--- src/inc/scsc_pkg.sv ---
package scsc_pkg;

  // ==========================================================================
  // Serial register frame
  // ==========================================================================
  localparam int          ADDR_W      = 15;
  localparam int          DATA_W      = 8;
  localparam logic [4:0]  FRAME_LAST  = 5'h17;
  localparam logic [4:0]  ADDR_LAST   = 5'h0f;
  localparam logic [4:0]  READ_FIRST  = 5'h10;

  // ==========================================================================
  // Register offsets
  // ==========================================================================
  localparam logic [ADDR_W-1:0] OFS_SUPPLY_NOISE  = 15'h002b;
  localparam logic [ADDR_W-1:0] OFS_REPEAT_ON     = 15'h002c;
  localparam logic [ADDR_W-1:0] OFS_TRIGGER_CTRL  = 15'h002d;
  localparam logic [ADDR_W-1:0] OFS_AUX_SELECT    = 15'h002e;
  localparam logic [ADDR_W-1:0] OFS_VCO_DIVIDERS  = 15'h003d;
  localparam logic [ADDR_W-1:0] OFS_FEEDBACK_DIV  = 15'h003e;
  localparam logic [ADDR_W-1:0] OFS_HOLD_RESET    = 15'h005c;
  localparam logic [ADDR_W-1:0] OFS_TUNE_REQUEST  = 15'h005d;
  localparam logic [ADDR_W-1:0] OFS_TUNE_FINISHED = 15'h005e;
  localparam logic [ADDR_W-1:0] OFS_LOCK_FLAG     = 15'h0208;

  // ==========================================================================
  // Field positions
  // ==========================================================================
  localparam int NOISE_ANALOG_BIT = 0;
  localparam int NOISE_CLOCK_BIT  = 1;
  localparam int PRESCALER_LSB    = 4;
  localparam int VDIV_LSB         = 0;
  localparam int FIELD4_W         = 4;
  localparam int TRIG_EN_BIT      = 7;
  localparam int TRIG_MODE_LSB    = 4;
  localparam int TRIG_DIV_LSB     = 0;
  localparam int AUX_OVR_BIT      = 7;
  localparam int AUX_D_BIT        = 4;
  localparam int AUX_C_LSB        = 0;
  localparam int AUX_C_W          = 3;
  localparam int INVALID_DIV_BIT  = 1;

  // ==========================================================================
  // Reset values and encodings
  // ==========================================================================
  localparam logic [7:0]   NOISE_RESET     = 8'h00;
  localparam logic [7:0]   VCO_DIV_RESET   = 8'h24;
  localparam logic [7:0]   FB_DIV_RESET    = 8'h04;
  localparam logic [7:0]   TRIG_RESET      = 8'h01;
  localparam logic [7:0]   AUX_RESET       = 8'h00;
  localparam logic [1:0]   TRIG_MODE_STAMP = 2'h3;
  localparam logic [2:0]   AUX_C_OFF       = 3'h0;
  localparam logic [2:0]   AUX_C_DIV1      = 3'h1;
  localparam logic [2:0]   AUX_C_DIV2      = 3'h2;

  // ==========================================================================
  // Timing
  // ==========================================================================
  localparam int CLK_MHZ         = 50;
  localparam int CAL_TIME_US_DEF = 20;

  typedef enum logic [1:0] {
    SCSC_IDLE = 2'b00,
    SCSC_CAL  = 2'b01,
    SCSC_DONE = 2'b10
  } scsc_cal_e;

  function automatic logic scsc_divisor_ok(input logic [7:0] prod);
    case (prod)
      8'h05, 8'h06, 8'h08, 8'h0a, 8'h0c, 8'h10: scsc_divisor_ok = 1'b1;
      default: scsc_divisor_ok = 1'b0;
    endcase
  endfunction

endpackage

--- src/inc/scsc_reg_if.sv ---
`timescale 1ns/1ps
interface scsc_reg_if;
  import scsc_pkg::*;
  logic              wr_stb;
  logic [ADDR_W-1:0] addr;
  logic [DATA_W-1:0] wdata;
  logic [DATA_W-1:0] rdata;
  modport serial (output wr_stb, output addr, output wdata, input rdata);
  modport regs   (input wr_stb, input addr, input wdata, output rdata);
endinterface

--- src/logic/scsc_serial.sv ---
`timescale 1ns/1ps
module scsc_serial
  import scsc_pkg::*;
(
  // System
  input  wire logic  clk,
  input  wire logic  nrst,
  // Filtered serial pins
  input  wire logic  sclk_f,
  input  wire logic  cs_n_f,
  input  wire logic  sdi_f,
  output logic       sdo,
  output logic       sdo_oe,
  // Register side
  scsc_reg_if.serial bus
);

  // ==========================================================================
  // Frame decode
  // ==========================================================================
  logic        sclk_d;
  logic [4:0]  bit_cnt;
  logic [15:0] shift;
  logic        is_read;
  logic        load_rd;
  logic        wr_pend;
  logic [7:0]  rd_shift;
  logic        rise;
  logic        fall;

  assign rise = sclk_f & ~sclk_d;
  assign fall = ~sclk_f & sclk_d;

  always_ff @(posedge clk) begin
    if (!nrst) begin
      sclk_d <= 1'b1;
    end else begin
      sclk_d <= sclk_f;
    end
  end

  // Bits past the last one of a frame are ignored, so an overlong frame is harmless.
  always_ff @(posedge clk) begin
    if (!nrst || cs_n_f) begin
      bit_cnt   <= 5'h00;
      shift     <= 16'h0000;
      is_read   <= 1'b0;
      load_rd   <= 1'b0;
      wr_pend   <= 1'b0;
      bus.addr  <= '0;
      bus.wdata <= '0;
    end else begin
      load_rd <= 1'b0;
      wr_pend <= 1'b0;
      if (rise && bit_cnt <= FRAME_LAST) begin
        shift   <= {shift[14:0], sdi_f};
        bit_cnt <= bit_cnt + 5'h01;
        if (bit_cnt == ADDR_LAST) begin
          bus.addr <= {shift[13:0], sdi_f};
          is_read  <= shift[14];
          load_rd  <= shift[14];
        end
        if (bit_cnt == FRAME_LAST) begin
          bus.wdata <= {shift[6:0], sdi_f};
          wr_pend   <= ~is_read;
        end
      end
    end
  end

  assign bus.wr_stb = wr_pend;

  // Read data is captured one cycle after the address settles and leaves on falling edges.
  always_ff @(posedge clk) begin
    if (!nrst || cs_n_f) begin
      rd_shift <= 8'h00;
      sdo      <= 1'b0;
      sdo_oe   <= 1'b0;
    end else begin
      sdo_oe <= is_read && bit_cnt >= READ_FIRST;
      if (load_rd) begin
        rd_shift <= bus.rdata;
      end else if (fall && is_read && bit_cnt >= READ_FIRST && bit_cnt <= FRAME_LAST) begin
        sdo      <= rd_shift[7];
        rd_shift <= {rd_shift[6:0], 1'b0};
      end
    end
  end

  property p_oe_read_only;
    @(posedge clk) disable iff (!nrst)
    sdo_oe |-> $past(is_read) && !$past(cs_n_f);
  endproperty
  a_oe_read_only: assert property (p_oe_read_only) else $error("sdo driven outside a read");

  property p_write_once;
    @(posedge clk) disable iff (!nrst)
    bus.wr_stb |=> !bus.wr_stb;
  endproperty
  a_write_once: assert property (p_write_once) else $error("write strobe longer than a cycle");

endmodule

--- src/logic/scsc_top.sv ---
`timescale 1ns/1ps
// Function
// [RL1] Synth enabled only by strap, else direct clock.
// [RL2] Reference select pin picks differential or single-ended.
// [RL3] Rate equals ref times feedback, VCO over divisors.
// [RL4] Only divisor products 5,6,8,10,12,16 are valid.
// [RL5] Host bypasses synth for unsupported rates.
// [RL6] Host holds synth reset while changing settings.
// [RL7] Dividers held at 0x3d and 0x3e, writable.
// [RL8] Host requests calibration after programming dividers.
// [RL9] Calibration runs when hold reset is cleared.
// [RL10] Report calibration done and lock flags.
// [RL11] Supply noise control bits for analog, clock.
// [RL12] Repeat output copies the selected reference.
// [RL13] Repeat output auto on, software can disable.
// [RL14] Repeat output needs synth strap, no powerdown.
// [RL15] Trigger output from timestamp or lane clock.
// [RL16] Trigger output off at startup, software enables.
// [RL17] Lane source frequency is line rate over divider.
// [RL18] Aux outputs on from straps unless powerdown.
// [RL19] Register aux selects override the straps.
// [RL20] Straps set C divider, only enable for D.
// [RL21] Aux clock function beats over-range signalling.
// [RL22] Hold reset forces lock low, clears done.
module scsc_top
  import scsc_pkg::*;
#(
  parameter int CAL_TIME_US = CAL_TIME_US_DEF
)(
  // System
  input  wire logic       clk,
  input  wire logic       nrst,
  // Strap and control pins
  input  wire logic       synth_enable_pin,
  input  wire logic       ref_single_ended_select,
  input  wire logic       powerdown_pin,
  input  wire logic [1:0] clock_out_straps,
  input  wire logic       timestamp_input,
  // Clocks from pins and analog blocks
  input  wire logic       diff_clock_input,
  input  wire logic       single_ended_ref_input,
  input  wire logic       synth_vco_clock,
  input  wire logic       serial_lane_clock,
  input  wire logic       aux_c_clock_src,
  input  wire logic       aux_d_clock_src,
  // Over-range signalling
  input  wire logic       over_range_c,
  input  wire logic       over_range_d,
  // Analog synthesizer
  input  wire logic       synth_lock_raw,
  output logic            synth_active,
  output logic            synth_in_reset,
  output logic            osc_tune_running,
  output logic [3:0]      vco_prescaler,
  output logic [3:0]      vco_divider,
  output logic [7:0]      feedback_divider,
  output logic            noise_supp_analog,
  output logic            noise_supp_clock,
  output logic            synth_ref_clock,
  output logic            sampling_clock,
  // Clock outputs
  output logic            ref_repeat_out,
  output logic            ref_repeat_drive,
  output logic            trigger_clock_out,
  output logic            trigger_drive,
  output logic [3:0]      lane_divider,
  output logic            aux_clock_out_c,
  output logic            aux_clock_out_d,
  output logic            aux_c_is_clock,
  output logic            aux_d_is_clock,
  output logic [2:0]      aux_c_divider,
  // Serial register port
  input  wire logic       spi_sclk,
  input  wire logic       spi_cs_n,
  input  wire logic       spi_sdi,
  output logic            spi_sdo,
  output logic            spi_sdo_oe
);

  localparam int          CAL_CYC  = CAL_TIME_US * CLK_MHZ;
  localparam logic [15:0] CAL_LAST = 16'(CAL_CYC - 1);
  localparam int          NPIN     = 10;
  // Serial clock and select idle high; their filters start there to avoid a false frame.
  localparam logic [NPIN-1:0] PIN_IDLE = {2'b11, {(NPIN-2){1'b0}}};

  // ==========================================================================
  // Pin filtering
  // ==========================================================================
  logic [NPIN-1:0] pin_raw;
  logic [NPIN-1:0] st1;
  logic [NPIN-1:0] st2;
  logic [NPIN-1:0] st3;
  logic [NPIN-1:0] pin_f;

  assign pin_raw = {spi_sclk, spi_cs_n, spi_sdi, synth_enable_pin, ref_single_ended_select,
                    powerdown_pin, clock_out_straps, timestamp_input, synth_lock_raw};

  // A change is taken only once the last two stages agree, which also rejects single glitches.
  for (genvar i = 0; i < NPIN; i++) begin : g_sync
    always_ff @(posedge clk) begin
      if (!nrst) begin
        st1[i]   <= PIN_IDLE[i];
        st2[i]   <= PIN_IDLE[i];
        st3[i]   <= PIN_IDLE[i];
        pin_f[i] <= PIN_IDLE[i];
      end else begin
        st1[i] <= pin_raw[i];
        st2[i] <= st1[i];
        st3[i] <= st2[i];
        if (st2[i] == st3[i]) begin
          pin_f[i] <= st3[i];
        end
      end
    end
  end

  logic       sclk_f;
  logic       cs_n_f;
  logic       sdi_f;
  logic       synth_en_f;
  logic       ref_se_f;
  logic       pd_f;
  logic [1:0] straps_f;
  logic       stamp_f;
  logic       lock_f;

  assign {sclk_f, cs_n_f, sdi_f, synth_en_f, ref_se_f, pd_f, straps_f, stamp_f, lock_f} = pin_f;

  // ==========================================================================
  // Register port
  // ==========================================================================
  scsc_reg_if bus ();

  scsc_serial u_serial (
    .clk    (clk),
    .nrst   (nrst),
    .sclk_f (sclk_f),
    .cs_n_f (cs_n_f),
    .sdi_f  (sdi_f),
    .sdo    (spi_sdo),
    .sdo_oe (spi_sdo_oe),
    .bus    (bus.serial)
  );

  logic [7:0] noise_reg;
  logic [7:0] vco_div_reg;
  logic [7:0] fb_div_reg;
  logic [7:0] trig_reg;
  logic [7:0] aux_reg;
  logic       repeat_on;
  logic       hold_reset;
  logic       tune_request;
  logic       tune_done;
  logic       lock_flag;
  logic       div_ok;

  always_ff @(posedge clk) begin
    if (!nrst) begin
      noise_reg   <= NOISE_RESET;
      vco_div_reg <= VCO_DIV_RESET;
      fb_div_reg  <= FB_DIV_RESET;
      trig_reg    <= TRIG_RESET;
      aux_reg     <= AUX_RESET;
    end else if (bus.wr_stb) begin
      case (bus.addr)
        OFS_SUPPLY_NOISE: noise_reg   <= bus.wdata; // [RL11]
        OFS_VCO_DIVIDERS: vco_div_reg <= bus.wdata; // [RL7]
        OFS_FEEDBACK_DIV: fb_div_reg  <= bus.wdata; // [RL7]
        OFS_TRIGGER_CTRL: trig_reg    <= bus.wdata; // [RL16]
        OFS_AUX_SELECT:   aux_reg     <= bus.wdata; // [RL19]
        default: ;
      endcase
    end
  end

  // Repeat output defaults on, so a strapped system has its reference with no software.
  always_ff @(posedge clk) begin
    if (!nrst) begin
      repeat_on    <= 1'b1;
      hold_reset   <= 1'b0;
      tune_request <= 1'b0;
    end else if (bus.wr_stb) begin
      if (bus.addr == OFS_REPEAT_ON) repeat_on <= bus.wdata[0]; // [RL13]
      if (bus.addr == OFS_HOLD_RESET) hold_reset <= bus.wdata[0];
      if (bus.addr == OFS_TUNE_REQUEST) tune_request <= bus.wdata[0];
    end
  end

  always_comb begin
    bus.rdata = 8'h00;
    case (bus.addr)
      OFS_SUPPLY_NOISE:  bus.rdata = noise_reg;
      OFS_REPEAT_ON:     bus.rdata = {7'h00, repeat_on};
      OFS_TRIGGER_CTRL:  bus.rdata = trig_reg;
      OFS_AUX_SELECT:    bus.rdata = aux_reg;
      OFS_VCO_DIVIDERS:  bus.rdata = vco_div_reg;
      OFS_FEEDBACK_DIV:  bus.rdata = fb_div_reg;
      OFS_HOLD_RESET:    bus.rdata = {7'h00, hold_reset};
      OFS_TUNE_REQUEST:  bus.rdata = {7'h00, tune_request};
      OFS_TUNE_FINISHED: bus.rdata = {6'h00, ~div_ok, tune_done}; // [RL10] [RL4]
      OFS_LOCK_FLAG:     bus.rdata = {7'h00, lock_flag}; // [RL10]
      default:           bus.rdata = 8'h00;
    endcase
  end

  // ==========================================================================
  // Synthesizer control and calibration
  // ==========================================================================
  scsc_cal_e   cal_state;
  logic [15:0] cal_cnt;
  logic        hold_d;
  logic        cal_pend;

  assign vco_prescaler    = vco_div_reg[PRESCALER_LSB +: FIELD4_W]; // [RL3]
  assign vco_divider      = vco_div_reg[VDIV_LSB +: FIELD4_W]; // [RL3]
  assign feedback_divider = fb_div_reg; // [RL3]
  assign div_ok = scsc_divisor_ok(8'(vco_prescaler * vco_divider)); // [RL4]
  assign synth_active      = synth_en_f; // [RL1]
  assign synth_in_reset    = hold_reset | ~synth_en_f;
  assign osc_tune_running  = cal_state == SCSC_CAL;
  assign noise_supp_analog = noise_reg[NOISE_ANALOG_BIT]; // [RL11]
  assign noise_supp_clock  = noise_reg[NOISE_CLOCK_BIT]; // [RL11]
  assign synth_ref_clock   = ref_se_f ? single_ended_ref_input : diff_clock_input; // [RL2]
  assign sampling_clock    = synth_en_f ? synth_vco_clock : diff_clock_input; // [RL1]

  // Leaving reset counts as a release, so a strapped part tunes itself at power-up.
  always_ff @(posedge clk) begin
    if (!nrst) begin
      hold_d   <= 1'b0;
      cal_pend <= 1'b1;
    end else begin
      hold_d <= hold_reset;
      if (hold_d && !hold_reset && tune_request) begin
        cal_pend <= 1'b1; // [RL9]
      end else if (cal_state == SCSC_CAL) begin
        cal_pend <= 1'b0;
      end
    end
  end

  always_ff @(posedge clk) begin
    if (!nrst) begin
      cal_state <= SCSC_IDLE;
      cal_cnt   <= 16'h0000;
      tune_done <= 1'b0;
    end else if (hold_reset || !synth_en_f) begin
      cal_state <= SCSC_IDLE; // [RL22]
      cal_cnt   <= 16'h0000;
      tune_done <= 1'b0;
    end else begin
      case (cal_state)
        SCSC_IDLE: begin
          if (cal_pend && div_ok) cal_state <= SCSC_CAL; // [RL9]
        end
        SCSC_CAL: begin
          cal_cnt <= cal_cnt + 16'h0001;
          if (cal_cnt == CAL_LAST) begin
            cal_state <= SCSC_DONE;
            tune_done <= 1'b1; // [RL10]
          end
        end
        SCSC_DONE: begin
          if (cal_pend) begin
            cal_state <= SCSC_IDLE;
            cal_cnt   <= 16'h0000;
            tune_done <= 1'b0;
          end
        end
        default: cal_state <= SCSC_IDLE;
      endcase
    end
  end

  assign lock_flag = tune_done & lock_f & ~hold_reset; // [RL10] [RL22]

  // ==========================================================================
  // Clock outputs
  // ==========================================================================
  logic [2:0] strap_c;
  logic       strap_d;
  logic [2:0] sel_c;
  logic       sel_d;

  always_comb begin
    strap_c = AUX_C_OFF;
    strap_d = 1'b0;
    case (straps_f) // [RL20]
      2'b01:   strap_c = AUX_C_DIV1;
      2'b10:   begin strap_c = AUX_C_DIV2; strap_d = 1'b1; end
      2'b11:   begin strap_c = AUX_C_DIV1; strap_d = 1'b1; end
      default: strap_c = AUX_C_OFF;
    endcase
    sel_c = aux_reg[AUX_OVR_BIT] ? aux_reg[AUX_C_LSB +: AUX_C_W] : strap_c; // [RL19]
    sel_d = aux_reg[AUX_OVR_BIT] ? aux_reg[AUX_D_BIT] : strap_d; // [RL19]
  end

  // Output D is only offered while C runs, since both share one divided reference.
  always_ff @(posedge clk) begin
    if (!nrst) begin
      ref_repeat_drive <= 1'b0;
      trigger_drive    <= 1'b0;
      lane_divider     <= 4'h0;
      aux_c_is_clock   <= 1'b0;
      aux_d_is_clock   <= 1'b0;
      aux_c_divider    <= AUX_C_OFF;
    end else begin
      ref_repeat_drive <= repeat_on & synth_en_f & ~pd_f; // [RL13] [RL14]
      trigger_drive    <= trig_reg[TRIG_EN_BIT]; // [RL16]
      lane_divider     <= trig_reg[TRIG_DIV_LSB +: FIELD4_W]; // [RL17]
      aux_c_is_clock   <= (sel_c != AUX_C_OFF) & ~pd_f; // [RL18]
      aux_d_is_clock   <= sel_d & (sel_c != AUX_C_OFF) & ~pd_f; // [RL18] [RL20]
      aux_c_divider    <= sel_c; // [RL20]
    end
  end

  assign ref_repeat_out  = ref_repeat_drive & synth_ref_clock; // [RL12]
  assign trigger_clock_out = trigger_drive &
    ((trig_reg[TRIG_MODE_LSB +: 2] == TRIG_MODE_STAMP) ? stamp_f : serial_lane_clock); // [RL15]
  assign aux_clock_out_c = aux_c_is_clock ? aux_c_clock_src : over_range_c; // [RL21]
  assign aux_clock_out_d = aux_d_is_clock ? aux_d_clock_src : over_range_d; // [RL21]

  // ==========================================================================
  // Checks
  // ==========================================================================
  property p_hold_lock;
    @(posedge clk) disable iff (!nrst)
    hold_reset |-> !lock_flag ##1 !tune_done;
  endproperty
  a_hold_lock: assert property (p_hold_lock) else $error("lock or done under hold"); // [RL22]

  property p_cal_start;
    @(posedge clk) disable iff (!nrst)
    $fell(hold_reset) && tune_request && div_ok && synth_en_f |-> ##[1:3] osc_tune_running;
  endproperty
  a_cal_start: assert property (p_cal_start) else $error("calibration did not start"); // [RL9]

  property p_done_after_cal;
    @(posedge clk) disable iff (!nrst)
    $rose(tune_done) |-> $past(cal_cnt) == CAL_LAST && $past(osc_tune_running);
  endproperty
  a_done_after_cal: assert property (p_done_after_cal) else $error("done without full cal"); // [RL10]

  property p_bad_divisor;
    @(posedge clk) disable iff (!nrst)
    !div_ok && cal_state == SCSC_IDLE |=> cal_state == SCSC_IDLE;
  endproperty
  a_bad_divisor: assert property (p_bad_divisor) else $error("cal on invalid divisor"); // [RL4]

  property p_repeat_pd;
    @(posedge clk) disable iff (!nrst)
    pd_f || !synth_en_f || !repeat_on |=> !ref_repeat_drive;
  endproperty
  a_repeat_pd: assert property (p_repeat_pd) else $error("repeat output on wrongly"); // [RL14]

  property p_div_write;
    @(posedge clk) disable iff (!nrst)
    bus.wr_stb && bus.addr == OFS_VCO_DIVIDERS |=>
      {vco_prescaler, vco_divider} == $past(bus.wdata);
  endproperty
  a_div_write: assert property (p_div_write) else $error("divider write lost"); // [RL7]

  property p_trig_off;
    @(posedge clk) disable iff (!nrst)
    !trig_reg[TRIG_EN_BIT] |=> !trigger_drive && !trigger_clock_out;
  endproperty
  a_trig_off: assert property (p_trig_off) else $error("trigger out while disabled"); // [RL16]

  property p_d_needs_c;
    @(posedge clk) disable iff (!nrst)
    aux_d_is_clock |-> aux_c_is_clock && aux_c_divider != AUX_C_OFF;
  endproperty
  a_d_needs_c: assert property (p_d_needs_c) else $error("output D without C"); // [RL20]

  property p_aux_pd;
    @(posedge clk) disable iff (!nrst)
    pd_f |=> !aux_c_is_clock && aux_clock_out_c == over_range_c;
  endproperty
  a_aux_pd: assert property (p_aux_pd) else $error("aux clock under powerdown"); // [RL18]

endmodule

--- config.mk ---
export PLATFORM = sky130hd
export DESIGN_NAME = scsc_top
export DESIGN_NICKNAME = d
export VERILOG_FILES = /design/src/inc/scsc_pkg.sv /design/src/inc/scsc_reg_if.sv /design/src/logic/scsc_serial.sv /design/src/logic/scsc_top.sv
export SDC_FILE = /design/constraint.sdc
export NUM_CORES = 1
export LEC_CHECK = 0
export BUFFER_PORTS_ARGS = -buffer_cell sky130_fd_sc_hd__buf_2
export CAP_MARGIN = 10
export CORE_MARGIN = 8
export CORE_UTILIZATION = 50
export CTS_BUF_LIST = sky130_fd_sc_hd__clkbuf_8
export DETAILED_ROUTE_END_ITERATION = 8
export GPL_TIMING_DRIVEN = 0
export PLACE_DENSITY = 0.78
export SLEW_MARGIN = 20
export SYNTH_ARGS = -nofsm -noshare
export SYNTH_HDL_FRONTEND = slang
export SYNTH_SLANG_ARGS = --single-unit
--- constraint.sdc ---
create_clock -name clk -period 4.9 [get_ports clk]
set_input_delay 0.735 -clock clk [delete_from_list [all_inputs] [get_ports clk]]
set_output_delay 0.735 -clock clk [all_outputs]
set_load 0.02 [all_outputs]
### Yosys cells after proc, flatten, opt, wreduce, memory -nomap -nowiden

Index checks and enable logic that the tools add are counted.

* output and inout port bits: 40
* register bits: 172
* input bits: 20

* equal/unequal tests: 38
* bitwise logic cells: 24
* multiplexer cells: 22
* reduce and logical (&&, ||, !) cells: 38
* order comparisons: 2
* $add $sub $neg: 2
* $mul: 1

Operator list (count)
* 15-bit by 6-bit == test with 1-bit output (second input constant): 6
* 8-bit one-hot mux with 10 select lines: 1
* 15-bit by 7-bit == test with 1-bit output (second input constant): 3
* 16-bit one-hot mux with 2 select lines: 1
* 8-bit by 4-bit == test with 1-bit output (second input constant): 3
* 2-bit AND reduction: 12
* 16-bit by 1-bit adder with 16-bit output (second input constant): 1
* 16-bit by 10-bit == test with 1-bit output (second input constant): 1
* 8-bit by 3-bit == test with 1-bit output (second input constant): 2
* 16-bit 2-to-1 mux: 1
* 8-bit 2-to-1 mux: 2
* 15-bit by 10-bit == test with 1-bit output (second input constant): 1
* 1-bit NOT: 12
* 1-bit AND: 11
* 1-bit == test: 10
* 1-bit 2-to-1 mux: 10
* 2-bit == test (second input constant): 4
* 8-bit by 5-bit == test with 1-bit output (second input constant): 1
* 1-bit logical AND: 8
* 4-bit by 4-bit multiplier with 8-bit output: 1
* 2-bit OR reduction: 4
* 2-bit 2-to-1 mux: 3
* 2-bit one-hot mux with 3 select lines: 1
* 3-bit AND reduction: 2
* 19 further kinds: 26

### Depth between registers and ports, before layout

* depth in word-level cells: 7
* depth in mapped cells: 12
* depth with buffers taken out: 12

### Cells and area by module

A second synthesis with hierarchy kept.

* cells, all modules: 786
* area total of the unflattened synthesis: 7357.1 um^2

Modules (own cells, without submodules)
* scsc_top: cells each 584, times used 1, area an instance 5175.0 um^2
* scsc_serial: cells each 202, times used 1, area an instance 2182.1 um^2

### Worst setup path after synthesis

No wires, ideal clock.

* path type: register -> register
* from: register vco_div_reg[4]
* to: register cal_state[1]
* stages on the path, launching flop included: 11
* data arrival time: 3.225 ns
* data required time: 4.779 ns
* period minus slack after synthesis: 3.347 ns
* setup time: 0.121 ns
* setup slack: 1.553 ns
* cell sequence: dfxtp_1 > nand2_1 > fa_1 > fa_1 > fa_1 > xnor2_1 > and3b_1 > o21ai_0 > a211oi_1 > a21oi_1 > mux2i_1

* longest elaborated chain between the ends: 7
* elaborated cells between the ends (all ways): 12
* those cells by class: mul: 1; eq/ne: 7; mux: 1; reduce/logical: 3

RTL lines
* start: declaration: RTL line scsc_top.sv:146 `logic [7:0] vco_div_reg;`
* start signal: assignment: RTL line scsc_top.sv:167 `OFS_VCO_DIVIDERS: vco_div_reg <= bus.wdata;`
* 4-bit by 4-bit multiplier with 8-bit output *: RTL line scsc_top.sv:217 `assign div_ok = scsc_divisor_ok(8'(vco_prescaler * vco_divider));`
* 8-bit by 3-bit == test with 1-bit output, or another cell as far along: RTL line scsc_pkg.sv:69 `case (prod)`
* 6-bit OR reduction *: RTL line scsc_pkg.sv:69
* 1-bit 2-to-1 mux *: RTL line scsc_pkg.sv:69
* 1-bit logical AND *: RTL line scsc_top.sv:253 `if (cal_pend && div_ok) cal_state <= SCSC_CAL;`
* 2-bit != test (no source line) *
* 3-bit AND reduction (no source line) *
* end signal: assignment: RTL line scsc_top.sv:253
* end signal: assignment: RTL line scsc_top.sv:258 `cal_state <= SCSC_DONE;`
* end signal: assignment: RTL line scsc_top.sv:264 `cal_state <= SCSC_IDLE;`
* end: declaration: RTL line scsc_top.sv:209 `scsc_cal_e cal_state;`

Mark *: on every way between the ends. The rest lies on a longest branch, timed or not.
A chain may end at the register's enable or synchronous reset.

### Final worst setup path

* from: register vco_div_reg[4]
* to: register u_serial.rd_shift[1]

* longest elaborated chain between the ends: 7
* elaborated cells between the ends (all ways): 12
* those cells by class: mul: 1; eq/ne: 6; mux: 3; bitwise: 1; reduce/logical: 1

RTL lines
* 4-bit by 4-bit multiplier with 8-bit output *: RTL line scsc_top.sv:217
* 8-bit by 3-bit == test with 1-bit output, or another cell as far along: RTL line scsc_pkg.sv:69
* 6-bit OR reduction *: RTL line scsc_pkg.sv:69
* 1-bit 2-to-1 mux *: RTL line scsc_pkg.sv:69
* 1-bit NOT *: RTL line scsc_top.sv:200 `OFS_TUNE_FINISHED: bus.rdata = {6'h00, ~div_ok, tune_done};`
* 8-bit one-hot mux with 10 select lines *: RTL line scsc_top.sv:191 `case (bus.addr)`
* 8-bit 2-to-1 mux *: RTL line scsc_serial.sv:81 `if (load_rd) begin`
* end signal: assignment: RTL line scsc_serial.sv:82 `rd_shift <= bus.rdata;`
* end signal: assignment: RTL line scsc_serial.sv:85 `rd_shift <= {rd_shift[6:0], 1'b0};`
* end: declaration: RTL line scsc_serial.sv:27 `logic [7:0] rd_shift;`

Marks and branches as above.

==> qor.csv <==
stage;metric;value;unit
cells_and_area;final_common_cell;dfxtp_1;
sta;setup_viol;0;
power;fin_total_pwr;2.42;mW
cts;root_buffer;clkbuf_8;
synthesis;syn_area;7270;µm²
grt;grt_pass1_vias;5745;
grt;antenna_found_initial;0;
synthesis;synth-seq-cells;172;
floorplanning;pin_count;60;
sta;clock.fmax;0.257;GHz
synthesis;yosysWarnings;0;
power;leakagePower;2.93;nW
synthesis;avgSynthCellArea;8.67;µm²
sta;clock-skew-final;0.0163;ns
cts;htreeDepth;4;
route;vias_per_cell;5.52;
grt;grt_pass1_wl;28.5;mm
synthesis;yosysSeqAreaShare;0.474;
grt;grt-ovfl-total;0;
floorplanning;fp.dieW;137;µm
hold_path;hp-class;reg -> reg;
cts;cts.sinks;172;
synthesis;ys.flop_type;dfxtp_1;
synthesis;synth_async_sr_flop_share;0;
cts;clk_latency;0.48;ns
sta;finalCritPeriodShare;0.795;
sta;drv_slew;0;
floorplanning;coreArea;14400;µm²
route;vias;6152;
cts;path_clk_slew;0.10;ns
grt;grt.total_usage;0.192;
route;drt-total-wl;17.6;mm
critical_path;setup.worst_path.start_class;register;
placement;port_buffers;59;
power;max-vdd-ir-drop;0.226;mV
critical_path;critPathMaxFanout;9;
cells_and_area;largest_reg_flops;16;
cells_and_area;largest_register;cal_cnt;
sta;worst_pin_slew;0.823;ns
sta;fin_crit;3.89;ns
cells_and_area;antennaDiodeCount;0;
synthesis;synth_nets;881;
power;power_density;296;nW/µm²
critical_path;cp.arrival;4.24;ns
cts;max-clock-path-buffers;2;
route;drt_iter0_drc;586;
placement;gp_congestion;0.916;
cts;cts_tree;done;
synthesis;synth_cells;839;
cells_and_area;fin_nets;959;
floorplanning;dieArea;18700;µm²
cells_and_area;layout_common_cells;dfxtp_1, nand2_1, a21oi_1, nor2_1, buf_2;
cts;cts_hold_buf;0;
floorplanning;start_util;0.506;
synthesis;synth_edf_count;0;
critical_path;cp.required;5.25;ns
sta;rsz0062_at_grt;no;
cts;cts_resized;0;
sta;setup_tns;0;ns
route;first_pass_iters;8;
cells_and_area;layout-drive-gt1-share;0.128;
critical_path;end_kind;register;
placement;dp_hpwl;12.8;mm
run;cap_violations;0;
cts;numCtsBuffers;17;
critical_path;critPathKind;reg -> reg;
route;ant_nets;0;
cts;post_cts_buffers;0;
sta;hold_violations;0;
cells_and_area;area_growth;12.5;%
floorplanning;die_y;137;µm
route;wire_per_inst;15.8;µm
outcome;status;complete, no violations;
grt;grt_max_degree;17;
synthesis;synth_cell_types;66;
route;drcViolationCount;0;
floorplanning;core.rowCount;44;
sta;relSlewSlack;0.447;
cells_and_area;reg_top3;cal_cnt (16), u_serial.bus.addr (15), u_serial.shift (15);
synth_stat cells (all sizes together) (4+ instances only):
master  count  share of area
and3        8         0.0069
mux2i      36          0.050
ha         18          0.031
inv        19         0.0098
nand3      36          0.025
dfxtp     172           0.47
a21oi      86          0.059
a22oi       8         0.0083
clkbuf     33          0.017
nor3       12         0.0096
xnor2       8         0.0096
nand2     155          0.080
nand2b     17          0.015
or3         6         0.0058
and2       40          0.034
nand4       4         0.0034
nor3b       4         0.0041
nor2       68          0.035
buf         8         0.0048
a32oi       8         0.0096
fa          4          0.011
nor4        6         0.0081
mux2       10          0.015
o21ai      22          0.015
xor2        7         0.0084
where the power goes:
group / internal (mW) / leakage [nW] / switching (mW)
clock: 0.423 / 0.186 / 0.542
combinational: 0.0157 / 1.35 / 0.0261
sequential: 1.41 / 1.39 / 0.00412
total: 1.85 / 2.93 / 0.572
metrics by stage:
stage / hold slack (ns) / cell area [µm²] / setup WS [ns] / utilization / std cells
detailed placement: 0.394 / 7800 / 1.10 / 0.543 / 1082
floorplan: 0.386 / 7270 / 1.55 / - / 839
global route: 0.423 / 8180 / 0.814 / 0.569 / 1114
CTS: 0.416 / 8180 / 1.08 / 0.569 / 1114
global placement: 0.388 / 7800 / 1.15 / 0.543 / 1082
finish: 0.413 / 8180 / 1.01 / 0.569 / 1114
kinds of logic after synthesis:
kind of cell | Yosys count | share of synthesized area
muxes | 46 | 0.0650
buffers and inverters | 61 | 0.0322
DFF | 172 | 0.474
and+or+nand+nor | 378 | 0.253
xor gates and xnor gates | 15 | 0.0181
AOI/OAI and AO/OA | 145 | 0.116
adders and majority gates | 22 | 0.0420
worst paths after layout:
path,startpoint,endpoint,depth (start not counted),slack (ns)
max,vco_div_reg[4],u_serial.rd_shift[1],10,1.01
min,st1[8],st2[8],1,0.41
max reg2reg,vco_div_reg[4],u_serial.rd_shift[1],10,1.01
min reg2reg,st1[8],st2[8],1,0.41
layer usage:
metal | up-vias | share of wire | GRT usage
li1 | 3024 | - | -
met1 | 2893 | 0.44 | 0.239
met2 | 199 | 0.46 | 0.303
met3 | 36 | 0.075 | 0.0547
met4 | 0 | 0.023 | 0.0818
met5 | - | 0 | 0
cell type report:
| cell class | instances | area (µm²) |
|---|---|---|
| fill | 1271 | 6190 |
| multi-input combinational | 606 | 3590 |
| sequential | 172 | 3440 |
| timing repair buffer | 59 | 295 |
| clock buffer | 18 | 248 |
| tap | 184 | 230 |
| buffer | 41 | 159 |
| clock inverter | 14 | 133 |
| inverter | 20 | 75.1 |
critical path, cell delays in order (launching register included):
cell and delay (ns):
dfxtp_1 0.56, nand2_1 0.14, fa_1 0.52, fa_1 0.54, fa_1 0.46, xnor2_1 0.31
and3b_1 0.20, o21ai_0 0.11, a211oi_1 0.62, a211o_1 0.25, a21oi_1 0.07
Note: power is estimated with default switching activity, not from simulation.
